`config.mk`:
```
export PLATFORM = sky130hd
export DESIGN_NAME = cpu_test_transfer_wait_ops
export DESIGN_NICKNAME = d
export VERILOG_FILES = /design/src/inc/cpu_ops_pkg.sv /design/src/inc/flag_calc_if.sv /design/src/design/cpu_test_transfer_wait_ops.sv /design/src/design/test_flag_calc.sv
export SDC_FILE = /design/constraint.sdc
export NUM_CORES = 1
export LEC_CHECK = 0
export ABC_AREA = 1
export BUFFER_PORTS_ARGS = -buffer_cell sky130_fd_sc_hd__buf_2
export CORE_MARGIN = 2
export CORE_UTILIZATION = 26
export CTS_CLUSTER_DIAMETER = 30
export CTS_CLUSTER_SIZE = 30
export DETAILED_ROUTE_END_ITERATION = 8
export PLACE_DENSITY = 0.49
export REMOVE_ABC_BUFFERS = 1
export SKIP_LAST_GASP = 1
export SYNTH_ARGS = -nofsm -noshare
export SYNTH_HDL_FRONTEND = slang
export SYNTH_SLANG_ARGS = --single-unit
```
`constraint.sdc`:
```
create_clock -name clk_sys_i -period 3.29 [get_ports clk_sys_i]
set_input_delay 0.1645 -clock clk_sys_i [delete_from_list [all_inputs] [get_ports clk_sys_i]]
set_output_delay 0.1645 -clock clk_sys_i [all_outputs]
set_load 0.03 [all_outputs]
```
`src/inc/cpu_ops_pkg.sv`:
```
/*
 * constants for the test, transfer and wait instruction group:
 * opcodes, cycle counts, flag bit positions and reset values.
 * assumes an 8-bit core with a 16-bit address space.
 */
`default_nettype none
package cpu_ops_pkg;
	localparam logic [7:0] OP_PREFIX        = 8'h9e;
	localparam logic [7:0] OP_TEST_DIR      = 8'h3d;
	localparam logic [7:0] OP_TEST_ACC      = 8'h4d;
	localparam logic [7:0] OP_TEST_IDX      = 8'h5d;
	localparam logic [7:0] OP_TEST_IDX_OFS  = 8'h6d;
	localparam logic [7:0] OP_TEST_IDX_PTR  = 8'h7d;
	localparam logic [7:0] OP_TEST_SP_OFS   = 8'h6d;
	localparam logic [7:0] OP_COPY_FLAGS    = 8'h85;
	localparam logic [7:0] OP_COPY_INDEX    = 8'h9f;
	localparam logic [7:0] OP_SP_TO_INDEX   = 8'h95;
	localparam logic [7:0] OP_INDEX_TO_SP   = 8'h94;
	localparam logic [7:0] OP_WAIT          = 8'h8f;

	localparam logic [2:0] CYC_ONE          = 3'h1;
	localparam logic [2:0] CYC_TEST_DIR     = 3'h3;
	localparam logic [2:0] CYC_TEST_IDX_OFS = 3'h3;
	localparam logic [2:0] CYC_TEST_IDX_PTR = 3'h2;
	localparam logic [2:0] CYC_TEST_SP_OFS  = 3'h4;
	localparam logic [2:0] CYC_XFER2        = 3'h2;
	localparam logic [2:0] CYC_ZERO         = 3'h0;

	localparam int FLAG_V = 7;
	localparam int FLAG_H = 4;
	localparam int FLAG_I = 3;
	localparam int FLAG_N = 2;
	localparam int FLAG_Z = 1;
	localparam int FLAG_C = 0;

	localparam logic [7:0]  TEST_SUBTRAHEND = 8'h00;
	localparam logic [7:0]  DIRECT_PAGE     = 8'h00;
	localparam logic [7:0]  FLAGS_RESET     = 8'h68;
	localparam logic [7:0]  ACC_RESET       = 8'h00;
	localparam logic [15:0] INDEX_RESET     = 16'h0000;
	localparam logic [15:0] SP_RESET        = 16'h00ff;
	localparam logic [15:0] ADDR_RESET      = 16'h0000;
	localparam logic [15:0] STEP_ONE        = 16'h0001;
	localparam logic [7:0]  ZERO_BYTE       = 8'h00;
	localparam logic [7:0]  FLAG_I_MASK     = 8'h08;

	typedef enum logic [1:0] {
		ST_IDLE = 2'b00,
		ST_EXEC = 2'b01,
		ST_WAIT = 2'b10
	} state_e;

	typedef enum logic [3:0] {
		K_NONE        = 4'b0000,
		K_TEST_A      = 4'b0001,
		K_TEST_X      = 4'b0010,
		K_TEST_M      = 4'b0011,
		K_FLAGS_TO_A  = 4'b0100,
		K_INDEX_TO_A  = 4'b0101,
		K_SP_TO_INDEX = 4'b0110,
		K_INDEX_TO_SP = 4'b0111,
		K_WAIT        = 4'b1000
	} kind_e;
endpackage : cpu_ops_pkg
`default_nettype wire

```
`src/inc/flag_calc_if.sv`:
```
/*
 * carrier between the executor and the negative/zero evaluator.
 * assumes both ends share one clock; it carries no state.
 */
`default_nettype none
interface flag_calc_if;
	logic [7:0] value;
	logic       neg;
	logic       zero;
	modport calc (input value, output neg, output zero);
	modport user (output value, input neg, input zero);
endinterface : flag_calc_if
`default_nettype wire

```
`src/design/cpu_test_transfer_wait_ops.sv`:
```
/*
 * executes the test, flag/index/stack transfer and wait instructions,
 * holding accumulator, index pair, stack pointer and flags.
 * assumes the fetch unit offers one decoded opcode at a time, and an
 * asynchronous-read internal bus that answers in the cycle addressed.
 * irq_i comes from interrupt logic on this same clock.
 */
`default_nettype none
// Notes on behaviour
// - test subtracts zero, stores nothing, clears V, sets N Z, keeps H C.
// - test opcodes 3d,4d,5d,6d,7d,9e6d take 3,1,1,3,2,4 cycles.
// - wait opcode 8f clears interrupt mask only, fetch in one cycle.
// - after wait, instruction clocking stops until an interrupt arrives.
module cpu_test_transfer_wait_ops
	import cpu_ops_pkg::*;
(
	input  wire logic        clk_sys_i,
	input  wire logic        rst_n_i,
	input  wire logic        clk_en_i,
	input  wire logic        issue_i,
	input  wire logic        prefix_i,
	input  wire logic [7:0]  opcode_i,
	input  wire logic [7:0]  operand_i,
	input  wire logic [7:0]  mem_data_i,
	input  wire logic        irq_i,
	output logic             ready_o,
	output logic             mem_rd_o,
	output logic      [15:0] mem_addr_o,
	output logic             cpu_clk_run_o,
	output logic      [7:0]  acc_o,
	output logic      [15:0] index_o,
	output logic      [15:0] sp_o,
	output logic      [7:0]  flags_o
);
	state_e      st_q;
	kind_e       kind_q;
	kind_e       dec_kind;
	logic [2:0]  cnt_q;
	logic [2:0]  dec_cycles;
	logic [15:0] dec_addr;
	logic [15:0] addr_q;
	logic [7:0]  acc_q;
	logic [15:0] hx_q;
	logic [15:0] sp_q;
	logic [7:0]  flags_q;
	logic        take;
	logic        last;
	kind_e       commit_kind;
	logic        commit;

	flag_calc_if fc ();

	test_flag_calc u_calc (
		.fc (fc)
	);

	always_comb begin
		dec_kind   = K_NONE;
		dec_cycles = CYC_ONE;
		dec_addr   = ADDR_RESET;
		if (prefix_i) begin
			if (opcode_i == OP_TEST_SP_OFS) begin
				dec_kind   = K_TEST_M;
				dec_cycles = CYC_TEST_SP_OFS;
				dec_addr   = sp_q + {ZERO_BYTE, operand_i};
			end
		end else begin
			case (opcode_i)
				OP_TEST_DIR: begin
					dec_kind   = K_TEST_M;
					dec_cycles = CYC_TEST_DIR;
					dec_addr   = {DIRECT_PAGE, operand_i};
				end
				OP_TEST_ACC: dec_kind = K_TEST_A;
				OP_TEST_IDX: dec_kind = K_TEST_X;
				OP_TEST_IDX_OFS: begin
					dec_kind   = K_TEST_M;
					dec_cycles = CYC_TEST_IDX_OFS;
					dec_addr   = hx_q + {ZERO_BYTE, operand_i};
				end
				OP_TEST_IDX_PTR: begin
					dec_kind   = K_TEST_M;
					dec_cycles = CYC_TEST_IDX_PTR;
					dec_addr   = hx_q;
				end
				OP_COPY_FLAGS: dec_kind = K_FLAGS_TO_A;
				OP_COPY_INDEX: dec_kind = K_INDEX_TO_A;
				OP_SP_TO_INDEX: begin
					dec_kind   = K_SP_TO_INDEX;
					dec_cycles = CYC_XFER2;
				end
				OP_INDEX_TO_SP: begin
					dec_kind   = K_INDEX_TO_SP;
					dec_cycles = CYC_XFER2;
				end
				OP_WAIT: dec_kind = K_WAIT;
				default: dec_kind = K_NONE;
			endcase
		end
	end

	// unknown opcodes are swallowed in one cycle; other groups decode them
	assign ready_o       = (st_q == ST_IDLE);
	assign take          = clk_en_i && issue_i && ready_o;
	assign last          = (st_q == ST_EXEC) && (cnt_q == CYC_ONE);
	assign mem_rd_o      = (st_q == ST_EXEC) && (kind_q == K_TEST_M);
	assign cpu_clk_run_o = (st_q != ST_WAIT);
	assign commit        = clk_en_i && ((take && dec_cycles == CYC_ONE)
	                       || last);
	assign commit_kind   = last ? kind_q : dec_kind;
	// memory data is only read on the finishing edge of a memory test
	assign fc.value      = (commit_kind == K_TEST_M) ? mem_data_i :
	                       (commit_kind == K_TEST_X) ? hx_q[7:0] : acc_q;

	always_ff @(posedge clk_sys_i) begin
		if (!rst_n_i) begin
			st_q  <= ST_IDLE;
			cnt_q <= CYC_ZERO;
		end else if (clk_en_i) begin
			case (st_q)
				ST_IDLE: begin
					if (issue_i && dec_kind == K_WAIT) begin
						st_q <= ST_WAIT;
					end else if (issue_i && dec_cycles != CYC_ONE) begin
						st_q  <= ST_EXEC;
						cnt_q <= dec_cycles - CYC_ONE;
					end
				end
				ST_EXEC: begin
					if (cnt_q == CYC_ONE) begin
						st_q <= ST_IDLE;
					end else begin
						cnt_q <= cnt_q - CYC_ONE;
					end
				end
				ST_WAIT: begin
					if (irq_i) begin
						st_q <= ST_IDLE;
					end
				end
				default: st_q <= ST_IDLE;
			endcase
		end
	end

	always_ff @(posedge clk_sys_i) begin
		if (!rst_n_i) begin
			kind_q <= K_NONE;
			addr_q <= ADDR_RESET;
		end else if (take) begin
			kind_q <= dec_kind;
			addr_q <= dec_addr;
		end
	end

	always_ff @(posedge clk_sys_i) begin
		if (!rst_n_i) begin
			acc_q   <= ACC_RESET;
			hx_q    <= INDEX_RESET;
			sp_q    <= SP_RESET;
			flags_q <= FLAGS_RESET;
		end else if (commit) begin
			case (commit_kind)
				K_TEST_A, K_TEST_X, K_TEST_M: begin
					flags_q[FLAG_V] <= 1'b0;
					flags_q[FLAG_N] <= fc.neg;
					flags_q[FLAG_Z] <= fc.zero;
				end
				K_FLAGS_TO_A:  acc_q <= flags_q;
				K_INDEX_TO_A:  acc_q <= hx_q[7:0];
				K_SP_TO_INDEX: hx_q  <= sp_q + STEP_ONE;
				K_INDEX_TO_SP: sp_q  <= hx_q - STEP_ONE;
				K_WAIT:  flags_q[FLAG_I] <= 1'b0;
				default: acc_q <= acc_q;
			endcase
		end
	end

	assign mem_addr_o = addr_q;
	assign acc_o      = acc_q;
	assign index_o    = hx_q;
	assign sp_o       = sp_q;
	assign flags_o    = flags_q;

	// assertions assume clk_en_i stays high across the watched window
	logic take_op;
	assign take_op = take && !prefix_i;

	a_test_acc_flags: assert property (@(posedge clk_sys_i)
		disable iff (!rst_n_i || !clk_en_i)
		take_op && opcode_i == OP_TEST_ACC |=> !flags_o[FLAG_V]
		&& flags_o[FLAG_Z] == ($past(acc_o) == ZERO_BYTE)
		&& flags_o[FLAG_N] == $past(acc_o[7])
		&& acc_o == $past(acc_o))
		else $error("test of accumulator set wrong flags");

	a_test_keeps_hc: assert property (@(posedge clk_sys_i)
		disable iff (!rst_n_i || !clk_en_i)
		take_op && opcode_i == OP_TEST_DIR |-> ##3
		flags_o[FLAG_H] == $past(flags_o[FLAG_H], 3)
		&& flags_o[FLAG_C] == $past(flags_o[FLAG_C], 3))
		else $error("test changed half-carry or carry");

	a_test_dir_len: assert property (@(posedge clk_sys_i)
		disable iff (!rst_n_i || !clk_en_i)
		take_op && opcode_i == OP_TEST_DIR |=>
		!ready_o [*2] ##1 ready_o)
		else $error("direct test not three cycles");

	a_test_sp_len: assert property (@(posedge clk_sys_i)
		disable iff (!rst_n_i || !clk_en_i)
		take && prefix_i && opcode_i == OP_TEST_SP_OFS |=>
		!ready_o [*3] ##1 ready_o)
		else $error("stack offset test not four cycles");

	a_wait_mask: assert property (@(posedge clk_sys_i)
		disable iff (!rst_n_i || !clk_en_i)
		take_op && opcode_i == OP_WAIT |=> !flags_o[FLAG_I]
		&& (flags_o | FLAG_I_MASK) == ($past(flags_o) | FLAG_I_MASK))
		else $error("wait did not clear only the mask");

	a_wait_hold: assert property (@(posedge clk_sys_i)
		disable iff (!rst_n_i || !clk_en_i)
		!cpu_clk_run_o && !irq_i |=> !cpu_clk_run_o && !ready_o)
		else $error("wait left without an interrupt");

	a_wait_wake: assert property (@(posedge clk_sys_i)
		disable iff (!rst_n_i || !clk_en_i)
		!cpu_clk_run_o && irq_i |=> cpu_clk_run_o && ready_o)
		else $error("interrupt did not end wait");

	a_sp_to_index: assert property (@(posedge clk_sys_i)
		disable iff (!rst_n_i || !clk_en_i)
		take_op && opcode_i == OP_SP_TO_INDEX |-> ##2 ready_o
		&& index_o == $past(sp_o, 2) + STEP_ONE
		&& flags_o == $past(flags_o, 2))
		else $error("stack to index transfer wrong");

	a_index_to_sp: assert property (@(posedge clk_sys_i)
		disable iff (!rst_n_i || !clk_en_i)
		take_op && opcode_i == OP_INDEX_TO_SP |-> ##2
		sp_o == $past(index_o, 2) - STEP_ONE
		&& flags_o == $past(flags_o, 2))
		else $error("index to stack transfer wrong");

	c_test_mem: cover property (@(posedge clk_sys_i)
		disable iff (!rst_n_i) last && kind_q == K_TEST_M);
	c_test_sp_ofs: cover property (@(posedge clk_sys_i)
		disable iff (!rst_n_i) take && prefix_i
		&& opcode_i == OP_TEST_SP_OFS);
	c_wait_wake: cover property (@(posedge clk_sys_i)
		disable iff (!rst_n_i) !cpu_clk_run_o ##1 cpu_clk_run_o);
	c_copy_flags: cover property (@(posedge clk_sys_i)
		disable iff (!rst_n_i) take_op && opcode_i == OP_COPY_FLAGS);
endmodule : cpu_test_transfer_wait_ops
`default_nettype wire

```
`src/design/test_flag_calc.sv`:
```
/*
 * negative and zero evaluation of an operand minus zero.
 * assumes the operand is stable for the whole cycle it is read in.
 */
`default_nettype none
module test_flag_calc
	import cpu_ops_pkg::*;
(
	flag_calc_if.calc fc
);
	logic [7:0] diff;

	// result is thrown away; only the flags leave this module
	assign diff    = fc.value - TEST_SUBTRAHEND;
	assign fc.neg  = diff[7];
	assign fc.zero = (diff == ZERO_BYTE);
endmodule : test_flag_calc
`default_nettype wire

```
==> results by group <==
STA
  • Final-report setup violation count: 0
  • Pins Over Slew Limit: 0
  • Final hold violations: 0
  • Final critical-path share of the clock period: about three quarters
  • Setup Skew: 0.0118 ns
  • FMAX: 412 MHz
  • RSZ-0062 raised after global routing: false
  • Least-Margin Pin Slew: 0.619 ns
  • Final worst path period need: 2.43 ns
  • Final setup TNS: 0 ns
  • Final worst slack: 0.861 ns
  • Worst relative slew slack: 58.4%

Global routing
  • Pin count of the biggest net entering global routing: 38
  • Initial antenna violation count: 0
  • Gr ovfl total: 0
  • GRT Total Usage: between 10% and 20%
  • Vias in the first global route: 4579
  • Global-route wire length before repair: 25800 um

Power and ir drop
  • Power density over the cells: 353 nW/um^2
  • Peak supply drop: 0.227 mV
  • Leak: about 2.8 nW

Job
  • Maxcap violations: 0

CTS
  • Maximum clock path buffer count: 2
  • H-tree levels: 3
  • CTS sink cnt: between 60 and 70
  • Root buf cell: clkbuf_16
  • Cts hold-fix bufs: 0
  • CTS tree: built
  • CTS buffer count: 9
  • Latest clock arrival within the worst-skew pair: 0.34 ns
  • Post-CTS setup buffers: 0
  • Clock Pin Slew Worst Setup and Hold Paths: 0.07 ns
  • Post_cts resized: 0

Final layout
  • Synthesis-to-finish area growth: 19.9%
  • Antenna fix cells: 0
  • Fin cells: 1095
  • Layout net count: 882
  • Commonest non-fill, non-tap cells in the layout: 149 x nand2_1, 91 x buf_2, 85 x inv_1, 79 x a21oi_1, 74 x o21ai_0
  • # fillers: 2098
  • Commonest non-fill, non-tap cell in the layout: nand2_1
  • Share of layout cells above drive strength 1: 20.8%

Place
  • Placed cells: roughly 1100
  • Gpl congestion: 0.911
  • IO buf count: 91
  • Detailed Place HPWL: 13400 um
  • Pre-CTS setup slack: 0.871 ns

Critical path
  • Crit end category: flip-flop
  • Reg2Reg Setup Slack: 0.86 ns
  • CP required: 3.52 ns
  • Data arrival, critical path: about 2.7 ns
  • Crit Path Class: reg2reg
  • Critical Path Source Type: flip-flop
  • Crit Path Max Fanout: 6

Die
  • Starting Density: 26.7%
  • Die H: 143 um
  • Die area: 20500 um^2
  • # IOs: 97
  • Rows: 50
  • Die W: 143 um
  • Placeable Area: 18900 um^2

Routing
  • TritonRoute pass-1 iters: 6
  • Routed Antenna Nets: 0
  • Vias per cell: 4.67
  • Starting DRT DRC Count: 289
  • Routed vias: ~5000
  • Routed wire per std cell: around 15 um
  • WL final: 16700 um
  • DR DRC count: 0

Worst hold path
  • Worst Hold Class: in2reg

Yosys
  • Simple-Gate Fraction of Synth Area: 30.2%
  • Largest family of logic cells by synthesized area: simple AND/OR/NAND/NOR gates
  • Post-synthesis instance area: 5040 um^2
  • Mux share of post-synthesis cell area: 0%
  • Top cell type's share of synthesized area: 27.0%
  • Seq/Total Area, Yosys: between 20% and 30%
  • Synth Area in Adders: about 5.8%
  • Largest cells by area after synthesis: dfxtp_1 27%, nand2_1 11%, a21oi_1 7.8%
  • Async SR Flop Fraction: 0%
  • Mapped Cells: approximately 740
  • Synth Area in XOR/XNOR: 4.69%
  • Synthesized area per cell: approximately 6.8 um^2
  • Warnings from Yosys: 0
  • Cell variety after synth: 47
  • Post-synth EDFFs: 0
  • Area leader, netlist: dfxtp_1
  • Register bit total from synthesis: 68
  • Compound-Gate Fraction of Synth Area: 22.2%
  • Ys flop type: dfxtp_1

Outcome
  • Status: finished, final reports clean
[worst max-delay path, stage by stage (launching register included)]
cell	delay, ns
dfxtp_1	0.38
ha_1	0.24
fa_1	0.39
nand2_1	0.07
inv_1	0.04
o21ai_0	0.22
nand2_1	0.11
nand2_1	0.07
o211ai_1	0.13
nand2_1	0.13
nor2_1	0.07
or2_2	0.27
a21oi_1	0.12
a21oi_1	0.07
[final timing paths]
check / from / to / cells past startpoint
setup reg to reg: sp_o[0] / mem_addr_o[12] / 13
hold reg to reg: kind_q[3] / kind_q[3] / 2
hold / removal: irq_i / st_q[1] / 4
setup / recovery: sp_o[0] / mem_addr_o[12] / 13
[state kept, by name (all words and copies together), names as in the netlist]
register	count
st_q	2
sp_o	16
flags_o	3
cnt_q	3
acc_o	8
index_o	16
mem_addr_o	16
kind_q	4
[kinds of logic after synthesis]
kind of cell | after synthesis
AND/OR/NAND/NOR | 307
buffers and inverters | 118
XOR/XNOR | 27
other | 2
flip-flops | 68
adder cells (fa/ha/maj) | 22
AO/OA/AOI/OAI | 200
[where the power goes]
group          switching, mW  total [mW]  internal (mW)
Sequential           0.00864       0.847          0.839
Clock                  0.403        1.07          0.668
Combinational          0.153       0.218         0.0652
Total                  0.564        2.14           1.57
[routing by layer]
metal	routed length, um	part of all wire [%]	GRT usage, %	vias up
met4	291	1.7	4.80	0
met1	8260	49	23.4	2309
met2	7440	44	25.3	121
met5	0	0	0	-
li1	-	-	-	2663
met3	748	4.5	2.38	19
[metrics by stage]
stage | power (mW) | hold slack (ns) | utilization [%] | cell area, um^2
final | 2.14 | 0.186 | 32.0 | 6040
after global routing | 2.22 | 0.228 | 32.0 | 6040
after CTS | 2.15 | 0.185 | 32.0 | 6040
after detailed placement | 1.08 | 0.463 | 30.3 | 5720
after global placement | 1.08 | 0.465 | 30.3 | 5720
after floorplan | 0.999 | 0.233 | - | 4910
[area by class of cell]
type | instances | area, um^2 | area share, %
timing repair buffer | 95 | 485 | 8.03
multi-input combinational | 561 | 3190 | 52.8
inverter | 95 | 360 | 5.96
sequential | 68 | 1360 | 22.5
tap | 260 | 325 | 5.38
clock buffer | 9 | 225 | 3.73
clock inverter | 7 | 97.6 | 1.61
[synth_stat cells, drive strengths merged (3+ instances only)]
library cell and number:
nand2 173, clkbuf 12, nor4 4, dfxtp 68, o211ai 18, nor3 19
a21oi 82, xor2 26, nor2 49, or2 3, o22ai 5, o21ai 82
inv 93, a31oi 7, nand3 52, ha 20, nand4 6, buf 11
(Power assumes the default switching activity.)
